### config.mk
export PLATFORM = sky130hd
export DESIGN_NAME = tpg_gpio
export DESIGN_NICKNAME = d
export VERILOG_FILES = /design/src/common/tpg_pkg.sv /design/src/logic/tpg_gpio.sv
export SDC_FILE = /design/constraint.sdc
export NUM_CORES = 1
export LEC_CHECK = 0
export BUFFER_PORTS_ARGS = -buffer_cell sky130_fd_sc_hd__buf_4
export CAP_MARGIN = 0
export CORE_UTILIZATION = 40
export CTS_BUF_LIST = sky130_fd_sc_hd__clkbuf_4 sky130_fd_sc_hd__clkbuf_8
export DETAILED_ROUTE_END_ITERATION = 10
export PLACE_DENSITY = 0.71
export SKIP_CTS_REPAIR_TIMING = 1
export SYNTH_ARGS = -nofsm -noshare
export SYNTH_HDL_FRONTEND = slang
export SYNTH_SLANG_ARGS = --single-unit
export TNS_END_PERCENT = 30
### constraint.sdc
create_clock -name i_sys_clk -period 8.45 [get_ports i_sys_clk]
set_input_delay 1.69 -clock i_sys_clk [delete_from_list [all_inputs] [get_ports i_sys_clk]]
set_output_delay 1.69 -clock i_sys_clk [all_outputs]
set_load 0.1 [all_outputs]
### src/common/tpg_pkg.sv
// Package with register map, field positions, reset values and bus carrier for the GPIO block.
`default_nettype none
package tpg_pkg;

  // ----------------------------------------------------------------------
  // Register indices; byte address is four times the index.
  // ----------------------------------------------------------------------
  localparam logic [7:0] IDX_PORT_A_DATA      = 8'h05;
  localparam logic [7:0] IDX_PORT_B_DATA      = 8'h06;
  localparam logic [7:0] IDX_PORT_C_DATA      = 8'h07;
  localparam logic [7:0] IDX_INTERRUPT_CTRL   = 8'h0B;
  localparam logic [7:0] IDX_OPTION_CONTROL   = 8'h81;
  localparam logic [7:0] IDX_PORT_A_DIRECTION = 8'h85;
  localparam logic [7:0] IDX_PORT_B_DIRECTION = 8'h86;
  localparam logic [7:0] IDX_PORT_C_DIRECTION = 8'h87;
  localparam logic [7:0] IDX_ANALOG_PIN_CFG   = 8'h9F;

  // ----------------------------------------------------------------------
  // Reset values.
  // ----------------------------------------------------------------------
  localparam logic [7:0] RST_OPTION_CONTROL   = 8'hFF;
  localparam logic [5:0] RST_PORT_A_DIRECTION = 6'h3F;
  localparam logic [7:0] RST_PORT_B_DIRECTION = 8'hFF;
  localparam logic [5:0] RST_PORT_C_DIRECTION = 6'h3F;
  localparam logic [2:0] RST_ANALOG_PIN_CFG   = 3'h0;
  localparam logic [5:0] RST_PORT_A_LATCH     = 6'h00;
  localparam logic [7:0] RST_PORT_B_LATCH     = 8'h00;
  localparam logic [5:0] RST_PORT_C_LATCH     = 6'h00;

  // ----------------------------------------------------------------------
  // Field positions.
  // ----------------------------------------------------------------------
  localparam int POS_PULLUP_ENABLE_N = 7;
  localparam int POS_CHANGE_IRQ_FLAG = 0;
  localparam int POS_OPEN_DRAIN_PIN  = 4;
  localparam int POS_EXT_INT_PIN     = 0;
  localparam int POS_PROG_CLK_PIN    = 6;
  localparam int POS_PROG_DATA_PIN   = 7;
  localparam int POS_CHANGE_LO       = 4;

  // Analog pin configuration codes; other codes leave RA0 and RA1 analog.
  localparam logic [2:0] CFG_ALL_ANALOG = 3'h0;
  localparam logic [2:0] CFG_RA3_REF    = 3'h1;
  localparam logic [2:0] CFG_DIGITAL_A  = 3'h6;
  localparam logic [2:0] CFG_DIGITAL_B  = 3'h7;
  localparam logic [5:0] MASK_ANALOG_ALL = 6'h2F;
  localparam logic [5:0] MASK_ANALOG_REF = 6'h27;
  localparam logic [5:0] MASK_ANALOG_LOW = 6'h03;
  localparam logic [5:0] MASK_ANALOG_NONE = 6'h00;

  // ----------------------------------------------------------------------
  // Wishbone request carrier.
  // ----------------------------------------------------------------------
  typedef struct packed {
    logic        cyc;
    logic        stb;
    logic        we;
    logic [9:0]  adr;
    logic [3:0]  sel;
    logic [31:0] dat;
  } tpg_wb_req_t;

endpackage
`default_nettype wire

### src/logic/tpg_gpio.sv
// Three-port GPIO block with Wishbone register access and port B change detection.
//
// Summary of operation
// Direction one tristates pin, zero drives latch.
// Data read returns pins; write loads latch.
// Port writes merge sampled pins into latch.
// Bit 4 open-drain, also feeds Timer0 clock.
// Config field selects digital, analog, reference.
// Reset: analog pins, reading as zero.
// Software keeps analog pins' direction bits set.
// Unimplemented port bits read as zero.
// Clear option bit 7 enables port B pull-ups.
// Output pins have their pull-up off.
// Option resets all ones, pull-ups off.
// Only input pins RB7..RB4 compare changes.
// Mismatch against last-read copy sets flag.
// Change flag wakes device from sleep.
// Mismatch keeps flag set; access then clear.
// Software avoids polling port B with interrupt.
// RB0 doubles as external interrupt input.
// Programming mode: RB6 clock, RB7 data.
// Port C: six pins, own direction bits.
// Enabled peripheral overrides port C direction.
// No bit ops on port C direction.
// Enabled peripheral takes pin from GPIO.
// Pin inputs synchronised before use.
`default_nettype none
module tpg_gpio
  import tpg_pkg::*;
#(
  parameter int ADR_W = 10
) (
  input  wire logic        i_sys_clk,
  input  wire logic        i_rst,
  input  wire logic        i_clk_en,
  input  wire tpg_wb_req_t i_wb_req,
  output logic             o_wb_ack,
  output logic [31:0]      o_wb_dat,
  input  wire logic [5:0]  i_pa_pin,
  output logic [5:0]       o_pa_out,
  output logic [5:0]       o_pa_oe,
  output logic             o_timer0_ext_clock_in,
  input  wire logic [7:0]  i_pb_pin,
  output logic [7:0]       o_pb_out,
  output logic [7:0]       o_pb_oe,
  output logic [7:0]       o_pb_pullup,
  output logic             o_ext_int_in,
  input  wire logic        i_prog_mode,
  input  wire logic        i_prog_data_out,
  input  wire logic        i_prog_data_oe,
  output logic             o_prog_clk,
  output logic             o_prog_data,
  input  wire logic [5:0]  i_pc_pin,
  output logic [5:0]       o_pc_out,
  output logic [5:0]       o_pc_oe,
  input  wire logic [5:0]  i_pc_periph_en,
  input  wire logic [5:0]  i_pc_periph_dir_out,
  input  wire logic [5:0]  i_pc_periph_out,
  output logic [5:0]       o_pc_periph_in,
  input  wire logic        i_sleep,
  output logic             o_change_irq_flag,
  output logic             o_wake
);

  // ----------------------------------------------------------------------
  // Elaboration checks.
  // ----------------------------------------------------------------------
  if (ADR_W != 10) begin : g_bad_adr
    $error("ADR_W must equal the carrier address width of 10");
  end

  // ----------------------------------------------------------------------
  // Input synchronisers.
  // ----------------------------------------------------------------------
  logic [5:0] pa_meta_ff;
  logic [5:0] pa_sync_ff;
  logic [7:0] pb_meta_ff;
  logic [7:0] pb_sync_ff;
  logic [5:0] pc_meta_ff;
  logic [5:0] pc_sync_ff;

  always_ff @(posedge i_sys_clk or posedge i_rst) begin
    if (i_rst) begin
      pa_meta_ff <= '0;
      pa_sync_ff <= '0;
      pb_meta_ff <= '0;
      pb_sync_ff <= '0;
      pc_meta_ff <= '0;
      pc_sync_ff <= '0;
    end else if (i_clk_en) begin
      pa_meta_ff <= i_pa_pin;
      pa_sync_ff <= pa_meta_ff;
      pb_meta_ff <= i_pb_pin;
      pb_sync_ff <= pb_meta_ff;
      pc_meta_ff <= i_pc_pin;
      pc_sync_ff <= pc_meta_ff;
    end
  end

  // ----------------------------------------------------------------------
  // Register storage.
  // ----------------------------------------------------------------------
  logic [5:0] pa_latch_ff;
  logic [7:0] pb_latch_ff;
  logic [5:0] pc_latch_ff;
  logic [5:0] pa_dir_ff;
  logic [7:0] pb_dir_ff;
  logic [5:0] pc_dir_ff;
  logic [7:0] option_ff;
  logic [2:0] pin_cfg_ff;
  logic [3:0] pb_old_ff;
  logic       change_flag_ff;
  logic       ack_ff;
  logic [31:0] rdat_ff;

  logic       access;
  logic       wr;
  logic       rd;
  logic [7:0] idx;
  logic [7:0] wmask;
  logic [7:0] wbyte;

  assign access = i_wb_req.cyc & i_wb_req.stb & ~ack_ff;
  assign wr     = access & i_wb_req.we;
  assign rd     = access & ~i_wb_req.we;
  assign idx    = i_wb_req.adr[ADR_W-1:2];
  assign wmask  = {8{i_wb_req.sel[0]}};
  assign wbyte  = i_wb_req.dat[7:0];

  // ----------------------------------------------------------------------
  // Pin views seen by software.
  // ----------------------------------------------------------------------
  logic [5:0] analog_mask;
  logic [5:0] pa_view;
  logic [7:0] pb_view;
  logic [5:0] pc_view;
  logic [3:0] mismatch;

  always_comb begin
    unique case (pin_cfg_ff)
      CFG_ALL_ANALOG: analog_mask = MASK_ANALOG_ALL;
      CFG_RA3_REF:    analog_mask = MASK_ANALOG_REF;
      CFG_DIGITAL_A,
      CFG_DIGITAL_B:  analog_mask = MASK_ANALOG_NONE;
      default:        analog_mask = MASK_ANALOG_LOW;
    endcase
  end

  // Analog pins read as zero so a floating level never reaches software.
  assign pa_view = pa_sync_ff & ~analog_mask;
  assign pb_view = pb_sync_ff;
  assign pc_view = pc_sync_ff;

  // Outputs are excluded from the comparison so driving them never fires.
  assign mismatch = (pb_view[7:POS_CHANGE_LO] ^ pb_old_ff)
                  & pb_dir_ff[7:POS_CHANGE_LO];

  // ----------------------------------------------------------------------
  // Port data latches.
  // ----------------------------------------------------------------------
  always_ff @(posedge i_sys_clk or posedge i_rst) begin
    if (i_rst) begin
      pa_latch_ff <= RST_PORT_A_LATCH;
      pb_latch_ff <= RST_PORT_B_LATCH;
      pc_latch_ff <= RST_PORT_C_LATCH;
    end else if (i_clk_en && wr) begin
      // Unselected lanes take the sampled pin levels, as a real RMW would.
      if (idx == IDX_PORT_A_DATA) begin
        pa_latch_ff <= (pa_view & ~wmask[5:0]) | (wbyte[5:0] & wmask[5:0]);
      end
      if (idx == IDX_PORT_B_DATA) begin
        pb_latch_ff <= (pb_view & ~wmask) | (wbyte & wmask);
      end
      if (idx == IDX_PORT_C_DATA) begin
        pc_latch_ff <= (pc_view & ~wmask[5:0]) | (wbyte[5:0] & wmask[5:0]);
      end
    end
  end

  // ----------------------------------------------------------------------
  // Direction, option and configuration registers.
  // ----------------------------------------------------------------------
  always_ff @(posedge i_sys_clk or posedge i_rst) begin
    if (i_rst) begin
      pa_dir_ff  <= RST_PORT_A_DIRECTION;
      pb_dir_ff  <= RST_PORT_B_DIRECTION;
      pc_dir_ff  <= RST_PORT_C_DIRECTION;
      option_ff  <= RST_OPTION_CONTROL;
      pin_cfg_ff <= RST_ANALOG_PIN_CFG;
    end else if (i_clk_en && wr && i_wb_req.sel[0]) begin
      unique case (idx)
        IDX_PORT_A_DIRECTION: pa_dir_ff  <= wbyte[5:0];
        IDX_PORT_B_DIRECTION: pb_dir_ff  <= wbyte;
        IDX_PORT_C_DIRECTION: pc_dir_ff  <= wbyte[5:0];
        IDX_OPTION_CONTROL:   option_ff  <= wbyte;
        IDX_ANALOG_PIN_CFG:   pin_cfg_ff <= wbyte[2:0];
        default: ;
      endcase
    end
  end

  // ----------------------------------------------------------------------
  // Port B change detection.
  // ----------------------------------------------------------------------
  logic pb_access;
  logic flag_clear;

  assign pb_access  = access & (idx == IDX_PORT_B_DATA);
  assign flag_clear = wr & (idx == IDX_INTERRUPT_CTRL) & i_wb_req.sel[0]
                    & ~wbyte[POS_CHANGE_IRQ_FLAG];

  always_ff @(posedge i_sys_clk or posedge i_rst) begin
    if (i_rst) begin
      pb_old_ff <= '0;
    end else if (i_clk_en && pb_access) begin
      pb_old_ff <= pb_view[7:POS_CHANGE_LO];
    end
  end

  // A live mismatch wins over a clear, so the flag keeps re-arming.
  always_ff @(posedge i_sys_clk or posedge i_rst) begin
    if (i_rst) begin
      change_flag_ff <= 1'b0;
    end else if (i_clk_en) begin
      if (|mismatch) begin
        change_flag_ff <= 1'b1;
      end else if (flag_clear) begin
        change_flag_ff <= 1'b0;
      end
    end
  end

  // ----------------------------------------------------------------------
  // Wishbone slave.
  // ----------------------------------------------------------------------
  logic [7:0] rbyte;

  always_comb begin
    unique case (idx)
      IDX_PORT_A_DATA:      rbyte = {2'b00, pa_view};
      IDX_PORT_B_DATA:      rbyte = pb_view;
      IDX_PORT_C_DATA:      rbyte = {2'b00, pc_view};
      IDX_INTERRUPT_CTRL:   rbyte = {7'h00, change_flag_ff};
      IDX_OPTION_CONTROL:   rbyte = option_ff;
      IDX_PORT_A_DIRECTION: rbyte = {2'b00, pa_dir_ff};
      IDX_PORT_B_DIRECTION: rbyte = pb_dir_ff;
      IDX_PORT_C_DIRECTION: rbyte = {2'b00, pc_dir_ff};
      IDX_ANALOG_PIN_CFG:   rbyte = {5'h00, pin_cfg_ff};
      default:              rbyte = 8'h00;
    endcase
  end

  always_ff @(posedge i_sys_clk or posedge i_rst) begin
    if (i_rst) begin
      ack_ff  <= 1'b0;
      rdat_ff <= 32'h0000_0000;
    end else if (i_clk_en) begin
      ack_ff  <= access;
      rdat_ff <= rd ? {24'h00_0000, rbyte} : 32'h0000_0000;
    end
  end

  assign o_wb_ack = ack_ff;
  assign o_wb_dat = rdat_ff;

  // ----------------------------------------------------------------------
  // Pin drivers, all registered.
  // ----------------------------------------------------------------------
  logic [5:0] pa_out_ff;
  logic [5:0] pa_oe_ff;
  logic [7:0] pb_out_ff;
  logic [7:0] pb_oe_ff;
  logic [7:0] pb_pull_ff;
  logic [5:0] pc_out_ff;
  logic [5:0] pc_oe_ff;
  logic [5:0] nxt_pa_out;
  logic [5:0] nxt_pa_oe;
  logic [7:0] nxt_pb_out;
  logic [7:0] nxt_pb_oe;
  logic [5:0] nxt_pc_dir;

  always_comb begin
    nxt_pa_out = pa_latch_ff;
    nxt_pa_oe  = ~pa_dir_ff;
    // The open-drain pin only ever drives low.
    nxt_pa_out[POS_OPEN_DRAIN_PIN] = 1'b0;
    nxt_pa_oe[POS_OPEN_DRAIN_PIN]  = ~pa_dir_ff[POS_OPEN_DRAIN_PIN]
                                   & ~pa_latch_ff[POS_OPEN_DRAIN_PIN];
    nxt_pb_out = pb_latch_ff;
    nxt_pb_oe  = ~pb_dir_ff;
    if (i_prog_mode) begin
      nxt_pb_out[POS_PROG_CLK_PIN]  = 1'b0;
      nxt_pb_oe[POS_PROG_CLK_PIN]   = 1'b0;
      nxt_pb_out[POS_PROG_DATA_PIN] = i_prog_data_out;
      nxt_pb_oe[POS_PROG_DATA_PIN]  = i_prog_data_oe;
    end
    for (int i = 0; i < 6; i++) begin
      nxt_pc_dir[i] = i_pc_periph_en[i] ? ~i_pc_periph_dir_out[i] : pc_dir_ff[i];
    end
  end

  always_ff @(posedge i_sys_clk or posedge i_rst) begin
    if (i_rst) begin
      pa_out_ff  <= '0;
      pa_oe_ff   <= '0;
      pb_out_ff  <= '0;
      pb_oe_ff   <= '0;
      pb_pull_ff <= '0;
      pc_out_ff  <= '0;
      pc_oe_ff   <= '0;
    end else if (i_clk_en) begin
      pa_out_ff  <= nxt_pa_out;
      pa_oe_ff   <= nxt_pa_oe;
      pb_out_ff  <= nxt_pb_out;
      pb_oe_ff   <= nxt_pb_oe;
      // Pull-ups follow the actual driver state, so output pins lose them.
      pb_pull_ff <= {8{~option_ff[POS_PULLUP_ENABLE_N]}} & ~nxt_pb_oe;
      pc_out_ff  <= (i_pc_periph_en & i_pc_periph_out)
                  | (~i_pc_periph_en & pc_latch_ff);
      pc_oe_ff   <= ~nxt_pc_dir;
    end
  end

  assign o_pa_out    = pa_out_ff;
  assign o_pa_oe     = pa_oe_ff;
  assign o_pb_out    = pb_out_ff;
  assign o_pb_oe     = pb_oe_ff;
  assign o_pb_pullup = pb_pull_ff;
  assign o_pc_out    = pc_out_ff;
  assign o_pc_oe     = pc_oe_ff;

  // ----------------------------------------------------------------------
  // Peripheral taps, change flag and wake.
  // ----------------------------------------------------------------------
  logic       t0_ff;
  logic       ext_int_ff;
  logic       prog_clk_ff;
  logic       prog_data_ff;
  logic [5:0] pc_in_ff;
  logic       wake_ff;
  logic       flag_out_ff;

  always_ff @(posedge i_sys_clk or posedge i_rst) begin
    if (i_rst) begin
      t0_ff        <= 1'b0;
      ext_int_ff   <= 1'b0;
      prog_clk_ff  <= 1'b0;
      prog_data_ff <= 1'b0;
      pc_in_ff     <= '0;
      wake_ff      <= 1'b0;
      flag_out_ff  <= 1'b0;
    end else if (i_clk_en) begin
      t0_ff        <= pa_sync_ff[POS_OPEN_DRAIN_PIN];
      ext_int_ff   <= pb_sync_ff[POS_EXT_INT_PIN];
      prog_clk_ff  <= i_prog_mode & pb_sync_ff[POS_PROG_CLK_PIN];
      prog_data_ff <= i_prog_mode & pb_sync_ff[POS_PROG_DATA_PIN];
      pc_in_ff     <= pc_sync_ff & i_pc_periph_en;
      wake_ff      <= i_sleep & change_flag_ff;
      flag_out_ff  <= change_flag_ff;
    end
  end

  assign o_timer0_ext_clock_in = t0_ff;
  assign o_ext_int_in          = ext_int_ff;
  assign o_prog_clk            = prog_clk_ff;
  assign o_prog_data           = prog_data_ff;
  assign o_pc_periph_in        = pc_in_ff;
  assign o_wake                = wake_ff;
  assign o_change_irq_flag     = flag_out_ff;

endmodule
`default_nettype wire

==> metrics.log <==
[metrics] multiplexer share of the synthesized area: a little under a fifth
[metrics] Area Overhead vs Synth: 20.2%
[metrics] post-route ant nets: 0
[metrics] count of max-cap constraint violations: 0
[metrics] sink of the worst hold path: o_pa_oe[4]
[metrics] Starting Density: 41.0%
[metrics] TritonCTS clock tree: done
[metrics] aggregate global routing overflow: 0
[metrics] Post-synth EDFFs: 0
[metrics] area leader, netlist: sky130_fd_sc_hd__dfrtp_1
[metrics] CP Max Fanout: 75
[metrics] TritonCTS Buffers: 17
[metrics] highest attainable clock frequency: ~240 MHz
[metrics] synth top area cells: sky130_fd_sc_hd__dfrtp_1 46%, sky130_fd_sc_hd__mux2_2 16%, sky130_fd_sc_hd__dfstp_2 9.9%
[metrics] filler-free cell count of the finished design: 974
[metrics] number of detailed-routing iterations run before antenna repair: 5
[metrics] buffer type at the clock tree root: sky130_fd_sc_hd__clkbuf_8
[metrics] clock tree buffer depth: 2
[metrics] Avg Inst Size Synth: between 10 and 15 sq um
[metrics] register-to-register setup slack: 6320 ps
[metrics] cell area power density: 202 nW/um^2
[metrics] setup total negative slack: 0 ps
[metrics] I/O pin cnt: about 190
[metrics] measured slew at the worst slew-check pin: 896 ps
[metrics] floorplan die area: 19000 sq um
[metrics] final period demand of the worst path: between 4000 and 5000 ps
[metrics] start of the worst register-to-register path: o_wb_ack
[metrics] HPWL reported at the end of detailed placement: 13200 um
[metrics] ratio of final minimum period to clock period: 49.7%
[metrics] prevailing post-synth register cell: sky130_fd_sc_hd__dfrtp_1
[metrics] port bufs: 132
[metrics] Post-Place Cells: 942
[metrics] relative slew slack: 40.2%
[metrics] DR vias: 5155
[metrics] largest net degree at the start of global routing: 100
[metrics] post-synthesis share of cell area spent on full adders, half adders and majority gates: less than 1%
[metrics] clock slew at reported path FFs: 80 ps
[metrics] number of antenna violations at the first check in global routing: 0
[metrics] Worst Setup Path Type: input port to flop
[metrics] classification of the worst-slack hold path: flop to flop
[metrics] number of H-tree branching levels: 4
[metrics] required time of the critical path: 8850 ps
[metrics] peak ir drop on the vdd network: 0.000121 V
[metrics] final setup violating endpoints: 0
[metrics] via count of the first global-routing pass: 4950
[metrics] fraction of the yosys area taken by sequential cells: 56.0%
[metrics] number of nets in the final layout: 828
[metrics] number of rows in the core area: between 40 and 50
[metrics] number of sinks on the clock net: 164
[metrics] final weighted congestion of routability-driven global placement: 0.900
[metrics] final hold violation count: 0
[metrics] HP Start: pa_latch_ff[4]
[metrics] post-synthesis compound-gate area fraction: about a tenth
[metrics] skew final: ~16 ps
[metrics] synth warn: 0
[metrics] share of synthesized registers carrying an async set or reset: 100%
[metrics] all-layer global routing usage: 20.6%
[metrics] vertical extent of the die: 138 um
[metrics] share of the core filled with cells: between 40% and 50%
[metrics] synthesized-area fraction occupied by xor and xnor cells: 0.474%
[metrics] status: finished clean
[metrics] setup repair after global routing missed its margin: false
[metrics] depth of the worst register-to-register path: 4
[metrics] simple logic cell fraction of the synthesized area: roughly 9%
[metrics] average routed wire per standard cell: approximately 19 um
[metrics] clock network latency to the later pin of the worst-skew pair: around 460 ps
[metrics] die boundary width: 138 um
[metrics] leading cell types by count after synthesis: 136 x sky130_fd_sc_hd__dfrtp_1, 104 x sky130_fd_sc_hd__mux2_2, 36 x sky130_fd_sc_hd__nand2_1, 34 x sky130_fd_sc_hd__nor2_1, 29 x sky130_fd_sc_hd__o21ai_0
[metrics] Slew Viols, Final: 0
[metrics] proportion of netlist area held by the largest area contributor: 46.0%
[metrics] #FFs+latches synth: 164
[metrics] largest family of logic cells by synthesized area: multiplexers
[metrics] number of vias per cell: about 5.3
[metrics] Pleak: 0.00405 uW
[metrics] fraction of layout cells with a size suffix above 1: 41.7%
[metrics] Synth Instances: 609
[metrics] post-detailed-route DRC marker count: 0
[metrics] dominant cell by count in the synthesized netlist: sky130_fd_sc_hd__dfrtp_1
[metrics] Setup crit end kind: flop
[metrics] Worst Hold Depth: 1
[metrics] final antenna diode count: 0
[metrics] Reg-to-Reg End: pa_dir_ff[3]
[metrics] CP Data Arrival Time: roughly 4600 ps
[metrics] startpoint class of the critical path: input port
[metrics] Cell Area, Synth: 7400 sq um
[metrics] Final Routed Wirelength: roughly 19000 um
[metrics] global-route wire length before repair: 28600 um
[metrics] DRC violation total after the first TritonRoute iteration: 280
[metrics] synth unique cells: 63
[metrics] core region area: between 15000 and 20000 sq um
==> report_power, final <==
| part | switching (uW) | leakage [uW] | internal (uW) |
|---|---|---|---|
| Sequential | 36.7 | 0.00199 | 828 |
| Clock | 280 | 0.000211 | 299 |
| Combinational | 266 | 0.00185 | 90.7 |
| Total | 583 | 0.00405 | 1220 |
==> state kept, by name, summed over array words and instances (netlist names), 8 cells and up <==
| register | count |
|---|---|
| pb_latch_ff | 8 |
| pb_meta_ff | 8 |
| o_wb_dat | 8 |
| pb_sync_ff | 8 |
| pb_dir_ff | 8 |
| option_ff | 8 |
| o_pb_pullup | 8 |
| o_pb_out | 8 |
| o_pb_oe | 8 |
==> worst max-delay path, stage by stage <==
cell,delay (ps)
sky130_fd_sc_hd__buf_4,410
sky130_fd_sc_hd__buf_4,750
sky130_fd_sc_hd__and4b_1,410
sky130_fd_sc_hd__nand4_1,260
sky130_fd_sc_hd__nor2_1,610
sky130_fd_sc_hd__mux2_2,410
==> area by class of cell <==
cell class / instances / area [sq um]
Clock inverter: 8 / 100
Fill cell: 1656 / 9140
Sequential cell: 164 / 4140
Timing Repair Buffer: 135 / 1010
Inverter: 19 / 76.3
Tap cell: 229 / 287
Clock buffer: 24 / 305
Multi-Input combinational cell: 395 / 2970
==> per-stage QoR <==
step	hold WS, ps	power (uW)	area (sq um)	setup WS, ps
final	469	1800	8890	4250
after global routing	495	1870	8890	4080
after detailed placement	461	1240	8480	3800
after global placement	453	1230	8480	3760
after CTS	472	1820	8890	4290
after floorplan	429	1150	7490	2370
==> layer usage <==
| layer | GRT usage (%) | vias up | wire [um] |
|---|---|---|---|
| li1 | - | 2404 | - |
| met1 | 29.4 | 2540 | 8520 |
| met2 | 30.1 | 183 | 8400 |
| met3 | 5.19 | 28 | 1220 |
| met4 | 7.85 | 0 | 378 |
| met5 | 0 | - | 0 |
==> placed cells by master, fill, tap and decap left out, drive strengths merged, types with 3 or more instances in the layout <==
master / count
a21oi: 26
nand2: 36
conb: 25
clkbuf: 24
a221oi: 3
nor2: 34
nand4: 3
a32oi: 4
clkinv: 5
dfstp: 28
o21ai: 35
buf: 135
a22o: 11
nand3: 10
nor4b: 3
a22oi: 10
nor3: 4
o2bb2ai: 4
dfrtp: 136
and3: 4
xor2: 4
nor3b: 3
a222oi: 3
and4b: 3
nor2b: 6
mux2i: 20
mux2: 105
inv: 19
==> worst max path at each step <==
stage	endpoint	startpoint	slack [ps]	cells past startpoint
after floorplan	change_flag_ff	i_rst	2370	1
after global placement	pa_dir_ff[1]	i_clk_en	3760	6
after detailed placement	pa_dir_ff[3]	i_clk_en	3800	6
after CTS	pa_dir_ff[3]	i_clk_en	4290	6
after global routing	pa_dir_ff[5]	i_clk_en	4080	6
final	pa_dir_ff[3]	i_clk_en	4250	6
==> cells by family (layout without fill, tap and decap cells) <==
group,Yosys count,count (layout)
AND/OR/NAND/NOR,123,123
buffers and inverters,74,186
adder cells (fa/ha/maj),2,2
other,1,25
multiplexers,125,125
AO/OA/AOI/OAI,116,116
XOR/XNOR,4,4
flip-flops,164,164
No activity file was read; power rests on OpenSTA's default activity.
